===== src/clsc_params.svh =====
/*
  Constants for the closed-loop stop configuration register bank.
  Assumes a 32-bit AXI4-Lite register bus and a 125 MHz clock.
*/
`ifndef CLSC_PARAMS_SVH
`define CLSC_PARAMS_SVH

// Registers are word indices; the bus byte address is four times the index.
`define CLSC_ADDR_W          10
`define CLSC_IDX_LOOP_FB     8'h88
`define CLSC_IDX_STOP_CFG    8'h8A
`define CLSC_OFF_LOOP_FB     ({`CLSC_IDX_LOOP_FB, 2'h0})
`define CLSC_OFF_STOP_CFG    ({`CLSC_IDX_STOP_CFG, 2'h0})
// Field positions inside the loop feedback word.
`define CLSC_LB_PULSE_POLICY 7
`define CLSC_LB_THR_HI       6
`define CLSC_LB_THR_LO       4
`define CLSC_LB_SURGE        3
`define CLSC_LB_DEADTIME     2
`define CLSC_LB_RSVD         1
`define CLSC_LB_EARLY_STOP   0
`define CLSC_RST_STOP_CFG    32'h00000000
`define CLSC_RST_LOOP_FB     32'h00000000
`define CLSC_LOOP_FB_WMASK   32'hFFFFFFFD
`define CLSC_RESP_OKAY       2'h0
`define CLSC_RESP_SLVERR     2'h2
`define CLSC_THR_LAST        3'h5
`define CLSC_STOP_LAST       3'h4
`define CLSC_CLK_MHZ         125
`define CLSC_MS_CYCLES       (`CLSC_CLK_MHZ * 1000)

`endif


===== src/clsc_pkg.sv =====
/*
  Types for the closed-loop stop configuration register bank.
  Assumes the constants of clsc_params.svh.
*/
package clsc_pkg;

  // Stop methods as encoded in the stop_method field.
  typedef enum logic [2:0] {
    CLSC_STOP_HIZ,
    CLSC_STOP_RECIRC,
    CLSC_STOP_LOW_BRAKE,
    CLSC_STOP_HIGH_BRAKE,
    CLSC_STOP_SPIN_DOWN
  } clsc_stop_e;

  // Gate drive request to the power stage, one bit per phase in high_on and low_on.
  typedef struct packed {
    logic [2:0] high_on;
    logic [2:0] low_on;
    logic       hiz;
    logic       spin_down;
  } clsc_drive_s;

  // Stop and motor parameter word.
  typedef struct packed {
    logic       parity;
    logic [2:0] stop_method;
    logic [3:0] brake_hold_time;
    logic [3:0] spin_down_speed_threshold;
    logic [3:0] brake_speed_threshold;
    logic [7:0] winding_resistance;
    logic [7:0] winding_inductance;
  } clsc_stop_cfg_s;

endpackage : clsc_pkg


===== src/clsc_regs.sv =====
/*
  Closed-loop stop configuration registers on AXI4-Lite, and the stop
  drive decode they steer.
  Assumes one synchronous clock aclk and a synchronous active-low reset.
*/
// Design decision made here: the AXI4-Lite slave port.
`timescale 1ns/1ps
`include "clsc_params.svh"

// Notes on behaviour
// - Bits 6..4 pick speed-pulse EMF threshold; codes 0..5 valid, 6,7 unused.
// - Threshold stop policy keeps speed pulse until EMF falls below it.
// - Bit 0 picks hi-z or low-side brake for recirculation in early states.
// - Stop and motor parameter word sits at offset 8Ah, resets to zero.
// - Bits 30..28 pick stop method; 0 hi-z, 1 recirculation, 5..7 unused.
// - Stop method 2 turns on all three low-side switches.
// - Stop method 3 turns on all three high-side switches.
// - Stop method 4 decelerates actively by controlled drive.
// - Four-bit brake hold time; codes 0..4 are 1 ms, up to 15000 ms.
// - Four-bit spin-down threshold, percent of max speed, 100 down to 2.5.
module clsc_regs (
  input  wire logic                   aclk,
  input  wire logic                   aresetn,
  input  wire logic [9:0]             s_axi_awaddr,
  input  wire logic                   s_axi_awvalid,
  output logic                        s_axi_awready,
  input  wire logic [31:0]            s_axi_wdata,
  input  wire logic [3:0]             s_axi_wstrb,
  input  wire logic                   s_axi_wvalid,
  output logic                        s_axi_wready,
  output logic [1:0]                  s_axi_bresp,
  output logic                        s_axi_bvalid,
  input  wire logic                   s_axi_bready,
  input  wire logic [9:0]             s_axi_araddr,
  input  wire logic                   s_axi_arvalid,
  output logic                        s_axi_arready,
  output logic [31:0]                 s_axi_rdata,
  output logic [1:0]                  s_axi_rresp,
  output logic                        s_axi_rvalid,
  input  wire logic                   s_axi_rready,
  input  wire logic                   stop_request,
  input  wire logic                   motor_early_state,
  input  wire logic                   motor_driven,
  input  wire logic                   emf_below_threshold,
  output logic                        speed_pulse_enable,
  output clsc_pkg::clsc_drive_s       stage_drive,
  output logic [2:0]                  speed_pulse_emf_threshold,
  output logic [3:0]                  brake_hold_time,
  output logic [3:0]                  spin_down_speed_threshold,
  output logic [3:0]                  brake_speed_threshold,
  output logic [7:0]                  winding_resistance,
  output logic [7:0]                  winding_inductance,
  output logic                        surge_guard_enable,
  output logic                        deadtime_comp_enable
);

  // Register state and bus channel state.
  logic [31:0]               loop_fb_q, loop_fb_d;
  clsc_pkg::clsc_stop_cfg_s  stop_cfg_q, stop_cfg_d;
  logic [9:0]                awaddr_q, awaddr_d;
  logic                      aw_held_q, aw_held_d;
  logic [31:0]               wdata_q, wdata_d;
  logic [3:0]                wstrb_q, wstrb_d;
  logic                      w_held_q, w_held_d;
  logic                      bvalid_q, bvalid_d;
  logic [1:0]                bresp_q, bresp_d;
  logic                      rvalid_q, rvalid_d;
  logic [1:0]                rresp_q, rresp_d;
  logic [31:0]               rdata_q, rdata_d;
  logic                      pulse_q, pulse_d;
  clsc_pkg::clsc_drive_s     drive_q, drive_d;
  logic [31:0]               wmerge;
  logic                      do_write;

  // Address and data are each held once taken, so either order works.
  assign s_axi_awready = !aw_held_q && !bvalid_q;
  assign s_axi_wready  = !w_held_q && !bvalid_q;
  assign s_axi_arready = !rvalid_q;
  assign s_axi_bvalid  = bvalid_q;
  assign s_axi_bresp   = bresp_q;
  assign s_axi_rvalid  = rvalid_q;
  assign s_axi_rresp   = rresp_q;
  assign s_axi_rdata   = rdata_q;
  assign do_write      = aw_held_q && w_held_q && !bvalid_q;

  // Byte-lane merge of the held write data into the addressed word.
  always_comb begin
    logic [31:0] cur;
    cur = (awaddr_q == `CLSC_OFF_STOP_CFG) ? stop_cfg_q : loop_fb_q;
    for (int b = 0; b < 4; b++) begin
      wmerge[b*8 +: 8] = wstrb_q[b] ? wdata_q[b*8 +: 8] : cur[b*8 +: 8];
    end
  end

  // Next state of the bus channels and the two configuration words.
  always_comb begin
    awaddr_d   = awaddr_q;
    aw_held_d  = aw_held_q;
    wdata_d    = wdata_q;
    wstrb_d    = wstrb_q;
    w_held_d   = w_held_q;
    bvalid_d   = bvalid_q;
    bresp_d    = bresp_q;
    rvalid_d   = rvalid_q;
    rresp_d    = rresp_q;
    rdata_d    = rdata_q;
    loop_fb_d  = loop_fb_q;
    stop_cfg_d = stop_cfg_q;
    if (s_axi_awvalid && s_axi_awready) begin
      awaddr_d  = s_axi_awaddr;
      aw_held_d = 1'b1;
    end
    if (s_axi_wvalid && s_axi_wready) begin
      wdata_d  = s_axi_wdata;
      wstrb_d  = s_axi_wstrb;
      w_held_d = 1'b1;
    end
    if (do_write) begin
      aw_held_d = 1'b0;
      w_held_d  = 1'b0;
      bvalid_d  = 1'b1;
      bresp_d   = `CLSC_RESP_OKAY;
      if (awaddr_q == `CLSC_OFF_STOP_CFG) begin
        stop_cfg_d = wmerge;
      end else if (awaddr_q == `CLSC_OFF_LOOP_FB) begin
        loop_fb_d = wmerge & `CLSC_LOOP_FB_WMASK;
      end else begin
        bresp_d = `CLSC_RESP_SLVERR;
      end
    end
    if (bvalid_q && s_axi_bready) begin
      bvalid_d = 1'b0;
    end
    if (s_axi_arvalid && s_axi_arready) begin
      rvalid_d = 1'b1;
      rresp_d  = `CLSC_RESP_OKAY;
      if (s_axi_araddr == `CLSC_OFF_STOP_CFG) begin
        rdata_d = stop_cfg_q;
      end else if (s_axi_araddr == `CLSC_OFF_LOOP_FB) begin
        rdata_d = loop_fb_q;
      end else begin
        rdata_d = 32'h00000000;
        rresp_d = `CLSC_RESP_SLVERR;
      end
    end else if (rvalid_q && s_axi_rready) begin
      rvalid_d = 1'b0;
    end
  end

  // Stop drive decode; unused method codes fall back to hi-z as the
  // safest state for the bridge.
  always_comb begin
    drive_d = '0;
    pulse_d = motor_driven;
    if (stop_request) begin
      case (clsc_pkg::clsc_stop_e'(stop_cfg_q.stop_method))
        clsc_pkg::CLSC_STOP_RECIRC: begin
          if (motor_early_state && loop_fb_q[`CLSC_LB_EARLY_STOP]) begin
            drive_d.low_on = 3'h7;
          end else begin
            drive_d.hiz = 1'b1;
          end
        end
        clsc_pkg::CLSC_STOP_LOW_BRAKE: drive_d.low_on = 3'h7;
        clsc_pkg::CLSC_STOP_HIGH_BRAKE: drive_d.high_on = 3'h7;
        clsc_pkg::CLSC_STOP_SPIN_DOWN: drive_d.spin_down = 1'b1;
        default: drive_d.hiz = 1'b1;
      endcase
    end
    // With the stop-at-threshold policy the pulse outlives the drive.
    if (loop_fb_q[`CLSC_LB_PULSE_POLICY]) begin
      pulse_d = (motor_driven || pulse_q) && !emf_below_threshold;
    end
  end

  // Registers; everything resets to zero.
  always_ff @(posedge aclk) begin
    if (!aresetn) begin
      loop_fb_q  <= `CLSC_RST_LOOP_FB;
      stop_cfg_q <= `CLSC_RST_STOP_CFG;
      awaddr_q   <= 10'h000;
      aw_held_q  <= 1'b0;
      wdata_q    <= 32'h00000000;
      wstrb_q    <= 4'h0;
      w_held_q   <= 1'b0;
      bvalid_q   <= 1'b0;
      bresp_q    <= 2'h0;
      rvalid_q   <= 1'b0;
      rresp_q    <= 2'h0;
      rdata_q    <= 32'h00000000;
      pulse_q    <= 1'b0;
      drive_q    <= '0;
    end else begin
      loop_fb_q  <= loop_fb_d;
      stop_cfg_q <= stop_cfg_d;
      awaddr_q   <= awaddr_d;
      aw_held_q  <= aw_held_d;
      wdata_q    <= wdata_d;
      wstrb_q    <= wstrb_d;
      w_held_q   <= w_held_d;
      bvalid_q   <= bvalid_d;
      bresp_q    <= bresp_d;
      rvalid_q   <= rvalid_d;
      rresp_q    <= rresp_d;
      rdata_q    <= rdata_d;
      pulse_q    <= pulse_d;
      drive_q    <= drive_d;
    end
  end

  // Field outputs straight from the register flops.
  assign speed_pulse_emf_threshold =
    loop_fb_q[`CLSC_LB_THR_HI:`CLSC_LB_THR_LO];
  assign surge_guard_enable        = loop_fb_q[`CLSC_LB_SURGE];
  assign deadtime_comp_enable      = loop_fb_q[`CLSC_LB_DEADTIME];
  assign brake_hold_time           = stop_cfg_q.brake_hold_time;
  assign spin_down_speed_threshold = stop_cfg_q.spin_down_speed_threshold;
  assign brake_speed_threshold     = stop_cfg_q.brake_speed_threshold;
  assign winding_resistance        = stop_cfg_q.winding_resistance;
  assign winding_inductance        = stop_cfg_q.winding_inductance;
  assign speed_pulse_enable        = pulse_q;
  assign stage_drive               = drive_q;

  property p_reserved_zero;
    @(posedge aclk) disable iff (!aresetn) loop_fb_q[`CLSC_LB_RSVD] == 1'b0;
  endproperty
  a_reserved_zero: assert property (p_reserved_zero)
    else $error("Reserved bit of loop word is set.");

  property p_low_brake;
    @(posedge aclk) disable iff (!aresetn)
      (stop_request && stop_cfg_q.stop_method == 3'h2)
      |=> stage_drive.low_on == 3'h7 && stage_drive.high_on == 3'h0;
  endproperty
  a_low_brake: assert property (p_low_brake)
    else $error("Low-side brake not applied.");

  property p_high_brake;
    @(posedge aclk) disable iff (!aresetn)
      (stop_request && stop_cfg_q.stop_method == 3'h3)
      |=> stage_drive.high_on == 3'h7 && stage_drive.low_on == 3'h0;
  endproperty
  a_high_brake: assert property (p_high_brake)
    else $error("High-side brake not applied.");

  property p_spin_down;
    @(posedge aclk) disable iff (!aresetn)
      (stop_request && stop_cfg_q.stop_method == 3'h4)
      |=> stage_drive.spin_down && !stage_drive.hiz;
  endproperty
  a_spin_down: assert property (p_spin_down)
    else $error("Active spin down not requested.");

  property p_hiz;
    @(posedge aclk) disable iff (!aresetn)
      (stop_request && (stop_cfg_q.stop_method == 3'h0 ||
       stop_cfg_q.stop_method > `CLSC_STOP_LAST)) |=> stage_drive.hiz;
  endproperty
  a_hiz: assert property (p_hiz)
    else $error("Hi-z stop not applied.");

  property p_recirc_early;
    @(posedge aclk) disable iff (!aresetn)
      (stop_request && stop_cfg_q.stop_method == 3'h1 && motor_early_state)
      |=> (stage_drive.low_on == 3'h7) ==
          $past(loop_fb_q[`CLSC_LB_EARLY_STOP]);
  endproperty
  a_recirc_early: assert property (p_recirc_early)
    else $error("Early-state recirculation stop wrong.");

  property p_pulse_stop;
    @(posedge aclk) disable iff (!aresetn)
      (loop_fb_q[`CLSC_LB_PULSE_POLICY] && emf_below_threshold)
      |=> !speed_pulse_enable;
  endproperty
  a_pulse_stop: assert property (p_pulse_stop)
    else $error("Speed pulse kept below threshold.");

  property p_readback;
    @(posedge aclk) disable iff (!aresetn)
      (s_axi_arvalid && s_axi_arready && s_axi_araddr == `CLSC_OFF_STOP_CFG)
      |=> s_axi_rvalid && s_axi_rdata == $past(stop_cfg_q);
  endproperty
  a_readback: assert property (p_readback)
    else $error("Read data does not match stop word.");

  property p_write_resp;
    @(posedge aclk) disable iff (!aresetn)
      do_write |=> s_axi_bvalid;
  endproperty
  a_write_resp: assert property (p_write_resp)
    else $error("Write response missing.");

endmodule // clsc_regs


===== config.mk =====
export PLATFORM = sky130hd
export DESIGN_NAME = clsc_regs
export DESIGN_NICKNAME = d
export VERILOG_FILES = /design/src/clsc_pkg.sv /design/src/clsc_regs.sv
export VERILOG_INCLUDE_DIRS = /design/src
export SDC_FILE = /design/constraint.sdc
export NUM_CORES = 1
export LEC_CHECK = 0
export BUFFER_PORTS_ARGS = -buffer_cell sky130_fd_sc_hd__buf_2
export CORE_ASPECT_RATIO = 1.5
export CORE_MARGIN = 1
export CORE_UTILIZATION = 40
export CTS_BUF_LIST = sky130_fd_sc_hd__clkbuf_8
export CTS_CLUSTER_DIAMETER = 100
export DETAILED_ROUTE_END_ITERATION = 8
export PLACE_DENSITY = 0.71
export SYNTH_ARGS = -nofsm -noshare
export SYNTH_HDL_FRONTEND = slang
export SYNTH_SLANG_ARGS = --single-unit

===== constraint.sdc =====
create_clock -name aclk -period 3.4 [get_ports aclk]
set_input_delay 0.68 -clock aclk [delete_from_list [all_inputs] [get_ports aclk]]
set_output_delay 0.68 -clock aclk [all_outputs]
set_load 0.02 [all_outputs]

==> results of run 1 <==
## worst min-delay path by stage
| stage | slack (ps) | end | start |
|---|---|---|---|
| 2_1_floorplan | 430 | winding_inductance[1] | wdata_q[1] |
| 3_3_place_gp | 440 | s_axi_rdata[18] | s_axi_rdata[18] |
| 3_5_place_dp | 440 | s_axi_rdata[19] | s_axi_rdata[19] |
| 4_1_cts | 440 | speed_pulse_enable | motor_driven |
| 5_1_grt | 460 | s_axi_rvalid | s_axi_arvalid |
| 6_report | 460 | speed_pulse_enable | motor_driven |
## area by class of cell
class                           count  area, um2  area share
Sequential cell                   152       3040       0.417
Multi-Input combinational cell    413       2780       0.381
Timing Repair Buffer              154        791       0.108
Clock buffer                       20        275      0.0377
Tap cell                          199        249      0.0341
Clock inverter                     12        150      0.0206
Inverter                            2       7.51     0.00103
## power by group
| part | switching, mW | internal [mW] |
|---|---|---|
| Clock | 0.667 | 0.784 |
| Sequential | 0.0315 | 1.82 |
| Combinational | 0.153 | 0.102 |
## stage by stage
stage	hold slack [ps]	power, mW	instances
after global placement	444	2.15	920
final	458	3.56	952
after CTS	439	3.60	952
after floorplan	435	2.06	643
after detailed placement	443	2.15	920
after global routing	465	3.72	952
## state kept, by name, indices dropped and copies added, names as in the netlist, 4 cells and up
| name | cells |
|---|---|
| awaddr_q | 10 |
| brake_hold_time | 4 |
| brake_speed_threshold | 4 |
| loop_fb_q | 31 |
| s_axi_rdata | 32 |
| spin_down_speed_threshold | 4 |
| stage_drive | 4 |
| stop_cfg_q | 4 |
| wdata_q | 32 |
| winding_inductance | 8 |
| winding_resistance | 8 |
| wstrb_q | 4 |
## worst max-delay path, stage by stage, from the launching register on
cell,delay [ps]
dfxtp_1,520
nor2_1,90
buf_2,170
## cell usage after synthesis, drive strengths merged
cell and count:
nor2 7, inv 2, o211a 1, nor3 2, clkbuf 21, nor2b 15, nor4bb 4, mux2i 104
and4 1, a31oi 2, o21ai 3, nor4b 3, a21oi 2, buf 55, and3b 1, nand2b 2
nand4b 1, nor3b 4, o21a 1, and4b 4, a211oi 1, a21boi 37, nand4 9, or3b 1
o2bb2ai 32, conb 1, nand2 174, dfxtp 152
## layer usage
layer | wire length [um] | up-vias
met5 | 8 | -
met4 | 212 | 2
met3 | 655 | 16
met2 | 6750 | 107
met1 | 6070 | 2107
li1 | - | 2348
## logic make-up after synthesis
| logic type | share of synthesized area |
|---|---|
| muxes | 0.166 |
| and+or+nand+nor | 0.174 |
| AOI/OAI and AO/OA | 0.0991 |
| other | 0.000599 |
| buffers and inverters | 0.0739 |
| DFF | 0.486 |
## cell usage in the layout, fill, tap and decap left out, drive strengths merged
cell	instances
and4b	4
inv	5
mux2i	104
clkbuf	20
bufinv	3
and3b	1
nand2b	2
conb	2
buf	154
a21oi	2
clkinv	5
nor3b	4
o21a	1
o2bb2ai	32
nand4	9
o21ai	3
o211a	1
a211oi	1
nor2	7
a31oi	2
nor3	2
nor4b	3
nor2b	15
a21boi	37
and4	1
nand2	174
nor4bb	4
or3b	1
dfxtp	152
nand4b	1
clkinvlp	1
==> impl_metrics.csv, run 1 <==
group,metric,value,unit
outcome,run_status,"completed",
global_routing,grt_pass1_vias,4397,
floorplan,initial_core_util,0.412,
detailed_routing,drcViolationCount,0,
setup_path,reg2reg_to,"spin_down_speed_threshold[0]",
sta,fin_crit_sh,0.558,
worst_hold_path,min_path_cells,3,
layout,final_cell_area,0.00730,mm2
layout,final_net_count,807,
detailed_routing,drt_first_pass_iters,4,
global_routing,grt_use_met2,0.310,
logic_synthesis,ys_seq_area_frac,0.486,
logic_synthesis,yosys-top-cells-area,"dfxtp_1 (49%), mux2i_1 (17%), nand2_1 (10%), buf_4 (4.7%), o2bb2ai_1 (4.5%)",
setup_path,cp-endpoint,"s_axi_wready",
global_routing,met1_usage,0.210,
sta,tns,0,ps
logic_synthesis,ys_types,34,
global_routing,gr-usage-met3,0.0465,
detailed_routing,wl,13700,um
global_routing,grt_remaining_overflow,0,
global_routing,grt_pass1_wl,22700,um
place,place_hpwl,9350,um
cts,clock_latency,430,ps
sta,fin_crit,1900,ps
sta,slew-limit-headroom,0.294,
sta,max_slew.worst_pin.slew,1060,ps
logic_synthesis,syn_area,0.00626,mm2
sta,fmax,0.527,GHz
sta,setup_violations,0,
setup_path,critPathLaunchType,"flop",
logic_synthesis,ys_warn_count,0,
detailed_routing,viasPerCell,4.81,
floorplan,die_y,155,um
cts,clock_path_buffers,2,
layout,fin_util,0.480,
power_and_ir_drop,peakVddDrop,293,uV
sta,fin_skew,12.5,ps
global_routing,grt_max_degree,88,
cts,hold_buffers,0,
layout,drive_gt1_frac,0.262,
place,dpl_cell_area,0.00687,mm2
floorplan,core.rowCount,55,
detailed_routing,wl_per_cell,14.4,um
global_routing,grt-busiest-layer,"met2",
power_and_ir_drop,p_leak,3.55,nW
place,gp_congestion,0.770,
cts,cts.clk_slew.worst_paths,80,ps
setup_path,timing.rr.start,"s_axi_bvalid",
floorplan,die_area,0.0162,mm2
logic_synthesis,synthCells,642,
floorplan,boundaryPins,150,
detailed_routing,ant_nets,0,
logic_synthesis,ys_ff_latch,152,
detailed_routing,initialDrtViolationCount,149,
setup_path,crit_fanout,10,
cts,cts_tree,"done",
cts,cts-root-buf,"clkbuf_8",
cts,postCtsSetupRepairBufs,0,
global_routing,grt_use_total,0.178,
cts,htree_levels,4,
logic_synthesis,yosys.area.top_type_share,0.486,
worst_hold_path,hold_path_class,"input pin to flop",
layout,antenna-diode-count,0,
setup_path,critPathCaptureType,"output pin",
cts,tritoncts.num_buffers,17,
sta,setup_ws,1500,ps
setup_path,critPathArrivalTime,1220,ps
place,place_ws,1250,ps
global_routing,antenna_found_initial,2,
setup_path,crit_start,"s_axi_bvalid",
layout,fill_cells,1498,
layout,synthToLayoutAreaGrowth,16.6,%
sta,rsz0062_at_grt,"no",
detailed_routing,vias,4580,
logic_synthesis,yosys.area.top_type,"dfxtp_1",
sta,finalMaxSlewViolations,0,
cts,cts_sinks,152,
cts,ctsResizeCount,0,
logic_synthesis,avgSynthCellArea,9.75,um2
setup_path,reg2reg_slack,1520,ps
floorplan,core,0.0152,mm2
power_and_ir_drop,p_per_area,488,mW/mm2
place,io_buffers,147,
setup_path,worstSetupPathType,"flop to output pin",
floorplan,die-width,104,um
setup_path,critPathRequiredTime,2720,ps
sta,hold_viol_final,0,
job,cap_viol_max_count,0,
setup_path,r2r_cells,3,
No activity file was read; power rests on OpenSTA's default activity.
==> run 2: changes to the inputs <==
Clock period 3.4 ns to 1.9 ns, I/O delays scaled along.
==> run 2 against run 1 <==
  * Routed wire length increased by 2.3%
  * Sequential cell count unchanged
  * Total power increased by 79%
  * Cell count increased by 1.3%
  * Clock-buffer cell count up 2
  * Sequential power grew 79%
  * Via count rose by 1.4%
  * Cell area is 2.1% higher
  * Clock power up 77%
  * Critical path depth grew 1
  * Global-route usage fell by 0.18 points
  * Non-clock buffer count increased by 12
  * Largest cell class unchanged
==> impl_metrics.csv, run 2 (same netlist as run 1, synthesis figures left out) <==
group,metric,value,unit
outcome,run_status,"completed",
power_and_ir_drop,p_total,6.37,mW
setup_path,critPathBufInv,2,
layout,final_common_cell,"nand2_1",
power_and_ir_drop,p_leak,3.63,nW
setup_path,critPathCaptureType,"output pin",
floorplan,boundaryPins,150,
setup_path,crit_fanout,7,
cts,cts.clk_slew.worst_paths,80,ps
setup_path,worstSetupPathType,"flop to output pin",
setup_path,timing.rr.start,"awaddr_q[9]",
cts,htree_levels,4,
place,io_buffers,147,
setup_path,r2r_cells,3,
global_routing,grt_pass1_vias,4413,
detailed_routing,drt_first_pass_iters,4,
worst_hold_path,hold_start,"motor_driven",
global_routing,grt_max_degree,100,
sta,hold_viol_final,0,
cts,postCtsSetupRepairBufs,0,
layout,drive_gt1_frac,0.274,
global_routing,grt_remaining_overflow,0,
sta,fin_crit_sh,0.831,
detailed_routing,drcViolationCount,0,
detailed_routing,vias,4646,
sta,fin_crit,1580,ps
global_routing,antenna_found_initial,0,
place,place_hpwl,9670,um
power_and_ir_drop,p_per_area,855,mW/mm2
cts,hold_buffers,0,
worst_hold_path,min_path_cells,3,
sta,slew-limit-headroom,0.430,
floorplan,die-width,104,um
cts,ctsResizeCount,0,
sta,finalMaxSlewViolations,0,
setup_path,path_depth,3,
cts,clock_path_buffers,2,
power_and_ir_drop,peakVddDrop,404,uV
floorplan,die_area,0.0162,mm2
sta,max_slew.worst_pin.slew,853,ps
detailed_routing,wl,14000,um
layout,synthToLayoutAreaGrowth,19.0,%
floorplan,initial_core_util,0.412,
global_routing,grt_pass1_wl,22200,um
cts,cts_sinks,152,
detailed_routing,wl_per_cell,14.5,um
layout,final_cell_mix,"nand2_1 (174), dfxtp_1 (152), buf_2 (146)",
setup_path,crit_start,"s_axi_bvalid",
sta,tns,0,ps
sta,fin_skew,9.97,ps
setup_path,cpLargestDelayFamily,"flip-flops",
setup_path,reg2reg_to,"loop_fb_q[0]",
floorplan,core,0.0152,mm2
sta,fmax,0.634,GHz
cts,cts_tree,"done",
detailed_routing,ant_nets,0,
job,cap_viol_max_count,0,
place,gp_congestion,0.767,
setup_path,reg2reg_slack,340,ps
worst_hold_path,hold_path_class,"input pin to flop",
cts,cts-root-buf,"clkbuf_8",
cts,tritoncts.num_buffers,17,
global_routing,grt_use_total,0.176,
worst_hold_path,hold_path_end,"speed_pulse_enable",
sta,rsz0062_at_grt,"no",
setup_path,slowest_delay,340,ps
setup_path,cp_cell_sequence,"buf_4 > nor2_1 > buf_2",
sta,setup_violations,0,
setup_path,critPathArrivalTime,1200,ps
setup_path,critPathRequiredTime,1520,ps
floorplan,core.rowCount,55,
setup_path,critPathLaunchType,"flop",
detailed_routing,viasPerCell,4.82,
detailed_routing,initialDrtViolationCount,207,
layout,final_net_count,819,
cts,clock_latency,430,ps
setup_path,cp_slowest_cell,"dfxtp_1",
floorplan,die_y,155,um
==> run 2: changes by cell type in the layout (fill, tap and decap cells not counted), sizes merged <==
cell / before / now
buf: 154 / 166
clkbuf: 20 / 22
inv: 5 / 3
clkinv: 5 / 4
diode: 0 / 1
==> run 2: routing by layer <==
metal	vias up	wire length [um]	global-route usage
met5	-	0	0
li1	2378	-	-
met2	108	6980	0.308
met4	0	223	0.0639
met1	2145	6190	0.209
met3	15	603	0.0440
==> run 2: layout make-up <==
class / count / area (um2)
clock inverters: 9 / 121
fillers: 1439 / 7750
inverters: 2 / 7.51
multi-input cells: 413 / 2780
well taps: 199 / 249
flip-flops and latches: 152 / 3040
repair buffers: 166 / 943
diodes: 1 / 2.50
clock buffers: 22 / 303
==> run 2: how the worst max path moves through the flow <==
stage	to
final	s_axi_wready
after global routing	s_axi_wready
after CTS	s_axi_wready
after global placement	s_axi_rdata[13]
after detailed placement	s_axi_rdata[15]
after floorplan	brake_hold_time[0]
==> run 2: stage by stage <==
step / utilization / setup WS, ps / instance area, um2 / instances / hold slack, ps
finish: 0.490 / 322 / 7450 / 964 / 159
global route: 0.490 / 228 / 7450 / 963 / 176
CTS: 0.490 / 294 / 7450 / 963 / 129
global placement: 0.462 / 301 / 7030 / 932 / 443
floorplan: - / 392 / 6260 / 643 / 435
detailed placement: 0.462 / 254 / 7030 / 932 / 445
==> run 2: where the power goes <==
group / switching [mW] / internal [mW]
logic: 0.280 / 0.200
clock network: 1.11 / 1.46
registers: 0.0563 / 3.26
==> run 2: worst reg2reg max path: cells and delay by family, from the launching register on <==
| family | cells | cell delay [ps] |
|---|---|---|
| flip-flops | 1 | 450 |
| AND/OR/NAND/NOR | 2 | 780 |
| multiplexers | 1 | 210 |
==> run 3: changes to the inputs <==
Settings changed: PLACE_DENSITY 0.71 to 0.73.
Clock period 1.9 ns to 1.32 ns, I/O delays scaled along.
==> run 3 against run 2 <==
  * The flow now finishes with violations (negative setup slack)
  * First-iteration DRC count shrank 13%
  * Cell count is 4.1% higher
  * Die area stayed put
  * Cell area up 13%
  * Clock power grew 27%
  * Sequential power grew 44%
  * Critical path depth is 2 higher
==> impl_metrics.csv, run 3 (same netlist as run 1, synthesis figures left out) <==
group,metric,value,unit
detailed_routing,vias,4966,
place,place_ws,-75.1,ps
layout,regArea,0.00306,mm2
global_routing,antenna_found_initial,0,
outcome,violations,"negative setup slack",
floorplan,core,0.0152,mm2
cts,cts.clk_slew.worst_paths,90,ps
layout,final_cell_mix,"nand2_1 (163), dfxtp_1 (139), buf_2 (137)",
cts,cts_tree,"done",
sta,finalMaxSlewViolations,0,
layout,multi_input_area,0.00314,mm2
worst_hold_path,min_path_cells,3,
layout,drive_gt1_frac,0.380,
layout,final_net_count,859,
setup_path,cpLargestDelayFamily,"simple AND/OR/NAND/NOR gates",
cts,clock_path_buffers,2,
detailed_routing,drcViolationCount,0,
setup_path,critPathArrivalTime,1770,ps
detailed_routing,viasPerCell,4.95,
setup_path,worstSetupPathType,"flop to flop",
setup_path,r2r_cells,5,
layout,fill_cells,1351,
sta,fin_crit_sh,1.10,
sta,fmax,0.689,GHz
cts,cts-root-buf,"clkbuf_8",
setup_path,critPathCaptureType,"flop",
detailed_routing,wl_per_cell,15.3,um
floorplan,boundaryPins,150,
floorplan,die_y,155,um
layout,final_common_cell,"nand2_1",
global_routing,grt_remaining_overflow,0,
worst_hold_path,hold_path_class,"input pin to flop",
outcome,run_status,"finished, violations left",
power_and_ir_drop,p_leak,3.93,nW
global_routing,grt_use_total,0.184,
sta,fin_crit,1450,ps
global_routing,grt_max_degree,65,
floorplan,die_area,0.0162,mm2
setup_path,slowest_delay,360,ps
cts,tritoncts.num_buffers,17,
place,dpl.cell_count,954,
place,io_buffers,147,
cts,htree_levels,4,
layout,final_cells,1004,
global_routing,grt_pass1_vias,4682,
setup_path,path_depth,5,
cts,cts_sinks,152,
sta,setup_violations,146,
power_and_ir_drop,p_per_area,1080,mW/mm2
setup_path,crit_fanout,8,
layout,synthToLayoutAreaGrowth,34.0,%
layout,antenna-diode-count,0,
detailed_routing,wl,15400,um
detailed_routing,drt_first_pass_iters,4,
setup_path,critPathLaunchType,"flop",
floorplan,initial_core_util,0.412,
power_and_ir_drop,peakVddDrop,680,uV
detailed_routing,initialDrtViolationCount,180,
floorplan,core.rowCount,55,
place,gp_congestion,0.794,
job,cap_viol_max_count,0,
sta,hold_viol_final,0,
place,place_hpwl,10100,um
setup_path,critPathBufInv,2,
setup_path,critPathRequiredTime,1640,ps
sta,fin_skew,15.0,ps
detailed_routing,ant_nets,0,
floorplan,die-width,104,um
sta,setup_ws,-132,ps
cts,clock_latency,440,ps
setup_path,cp_cell_sequence,"buf_6 > and3b_2 > buf_12 > nand4_4 > mux2i_1",
global_routing,grt_pass1_wl,23300,um
setup_path,cp_slowest_cell,"dfxtp_4",
sta,rsz0062_at_grt,"yes",
[run 3: cell types whose count changed in the layout (fill, tap and decap cells not counted), moves of 9 or more]
cell	change
a21boi_0	-37
a21boi_1	+34
buf_12	+11
buf_2	-9
buf_6	+19
dfxtp_1	-13
dfxtp_2	+12
nand2_1	-11
nand2_2	+10
o2bb2ai_1	-22
o2bb2ai_2	+20
[run 3: through the flow]
| stage | setup TNS (ps) | area [um2] | util | total power, mW | hold slack [ps] |
|---|---|---|---|---|---|
| after global routing | -20600 | 8390 | 0.551 | 9.44 | 31.8 |
| after detailed placement | -4240 | 7330 | 0.482 | 5.68 | 441 |
| final | -11040 | 8390 | 0.551 | 9.08 | 50.3 |
| after CTS | -10110 | 7960 | 0.523 | 9.00 | 16.4 |
| after floorplan | -8810 | 6320 | - | 5.34 | 381 |
| after global placement | -2480 | 7330 | 0.482 | 5.66 | 440 |
[run 3: final timing paths]
path | to | slack (ps) | start
worst max register to register | stop_cfg_q[31] | -130 | s_axi_bvalid
worst min-delay path | wdata_q[24] | 50 | s_axi_wdata[24]
worst min register to register | wdata_q[31] | 450 | wdata_q[31]
worst max-delay path | stop_cfg_q[31] | -130 | s_axi_bvalid
[run 3: final cells by class]
| cell class | instances | share of cell area |
|---|---|---|
| Clock buffer | 18 | 0.0295 |
| Clock inverter | 14 | 0.0131 |
| Inverter | 2 | 0.000895 |
| Multi-Input combinational cell | 413 | 0.375 |
| Sequential cell | 152 | 0.365 |
| Tap cell | 199 | 0.0297 |
| Timing Repair Buffer | 206 | 0.187 |
[run 3: timing repair]
item	CTS	global route
hold endpoints to repair	1	0
hold buffers	1	0
setup endpoints to repair	101	156
setup buffers	4	6
gates resized for setup	88	66
pin swaps	16	18
gates cloned	3	4
[run 3: tightest hold or removal path, cell delays in order]
cell	delay (ps)
buf_2	90
nand2_1	40
a21boi_1	50
[run 3: layer usage]
layer / up-vias / GRT usage / share of wire
met2: 121 / 0.334 / 0.52
met4: 0 / 0.0646 / 0.014
met5: - / 0 / 0
li1: 2461 / - / -
met3: 16 / 0.0473 / 0.043
met1: 2368 / 0.206 / 0.42
[run 3: power by group]
part / internal [mW] / leakage, nW / switching [mW] / total [mW]
Clock: 1.51 / 0.188 / 1.75 / 3.26
Combinational: 0.510 / 2.50 / 0.531 / 1.04
Sequential: 4.70 / 1.24 / 0.0822 / 4.78
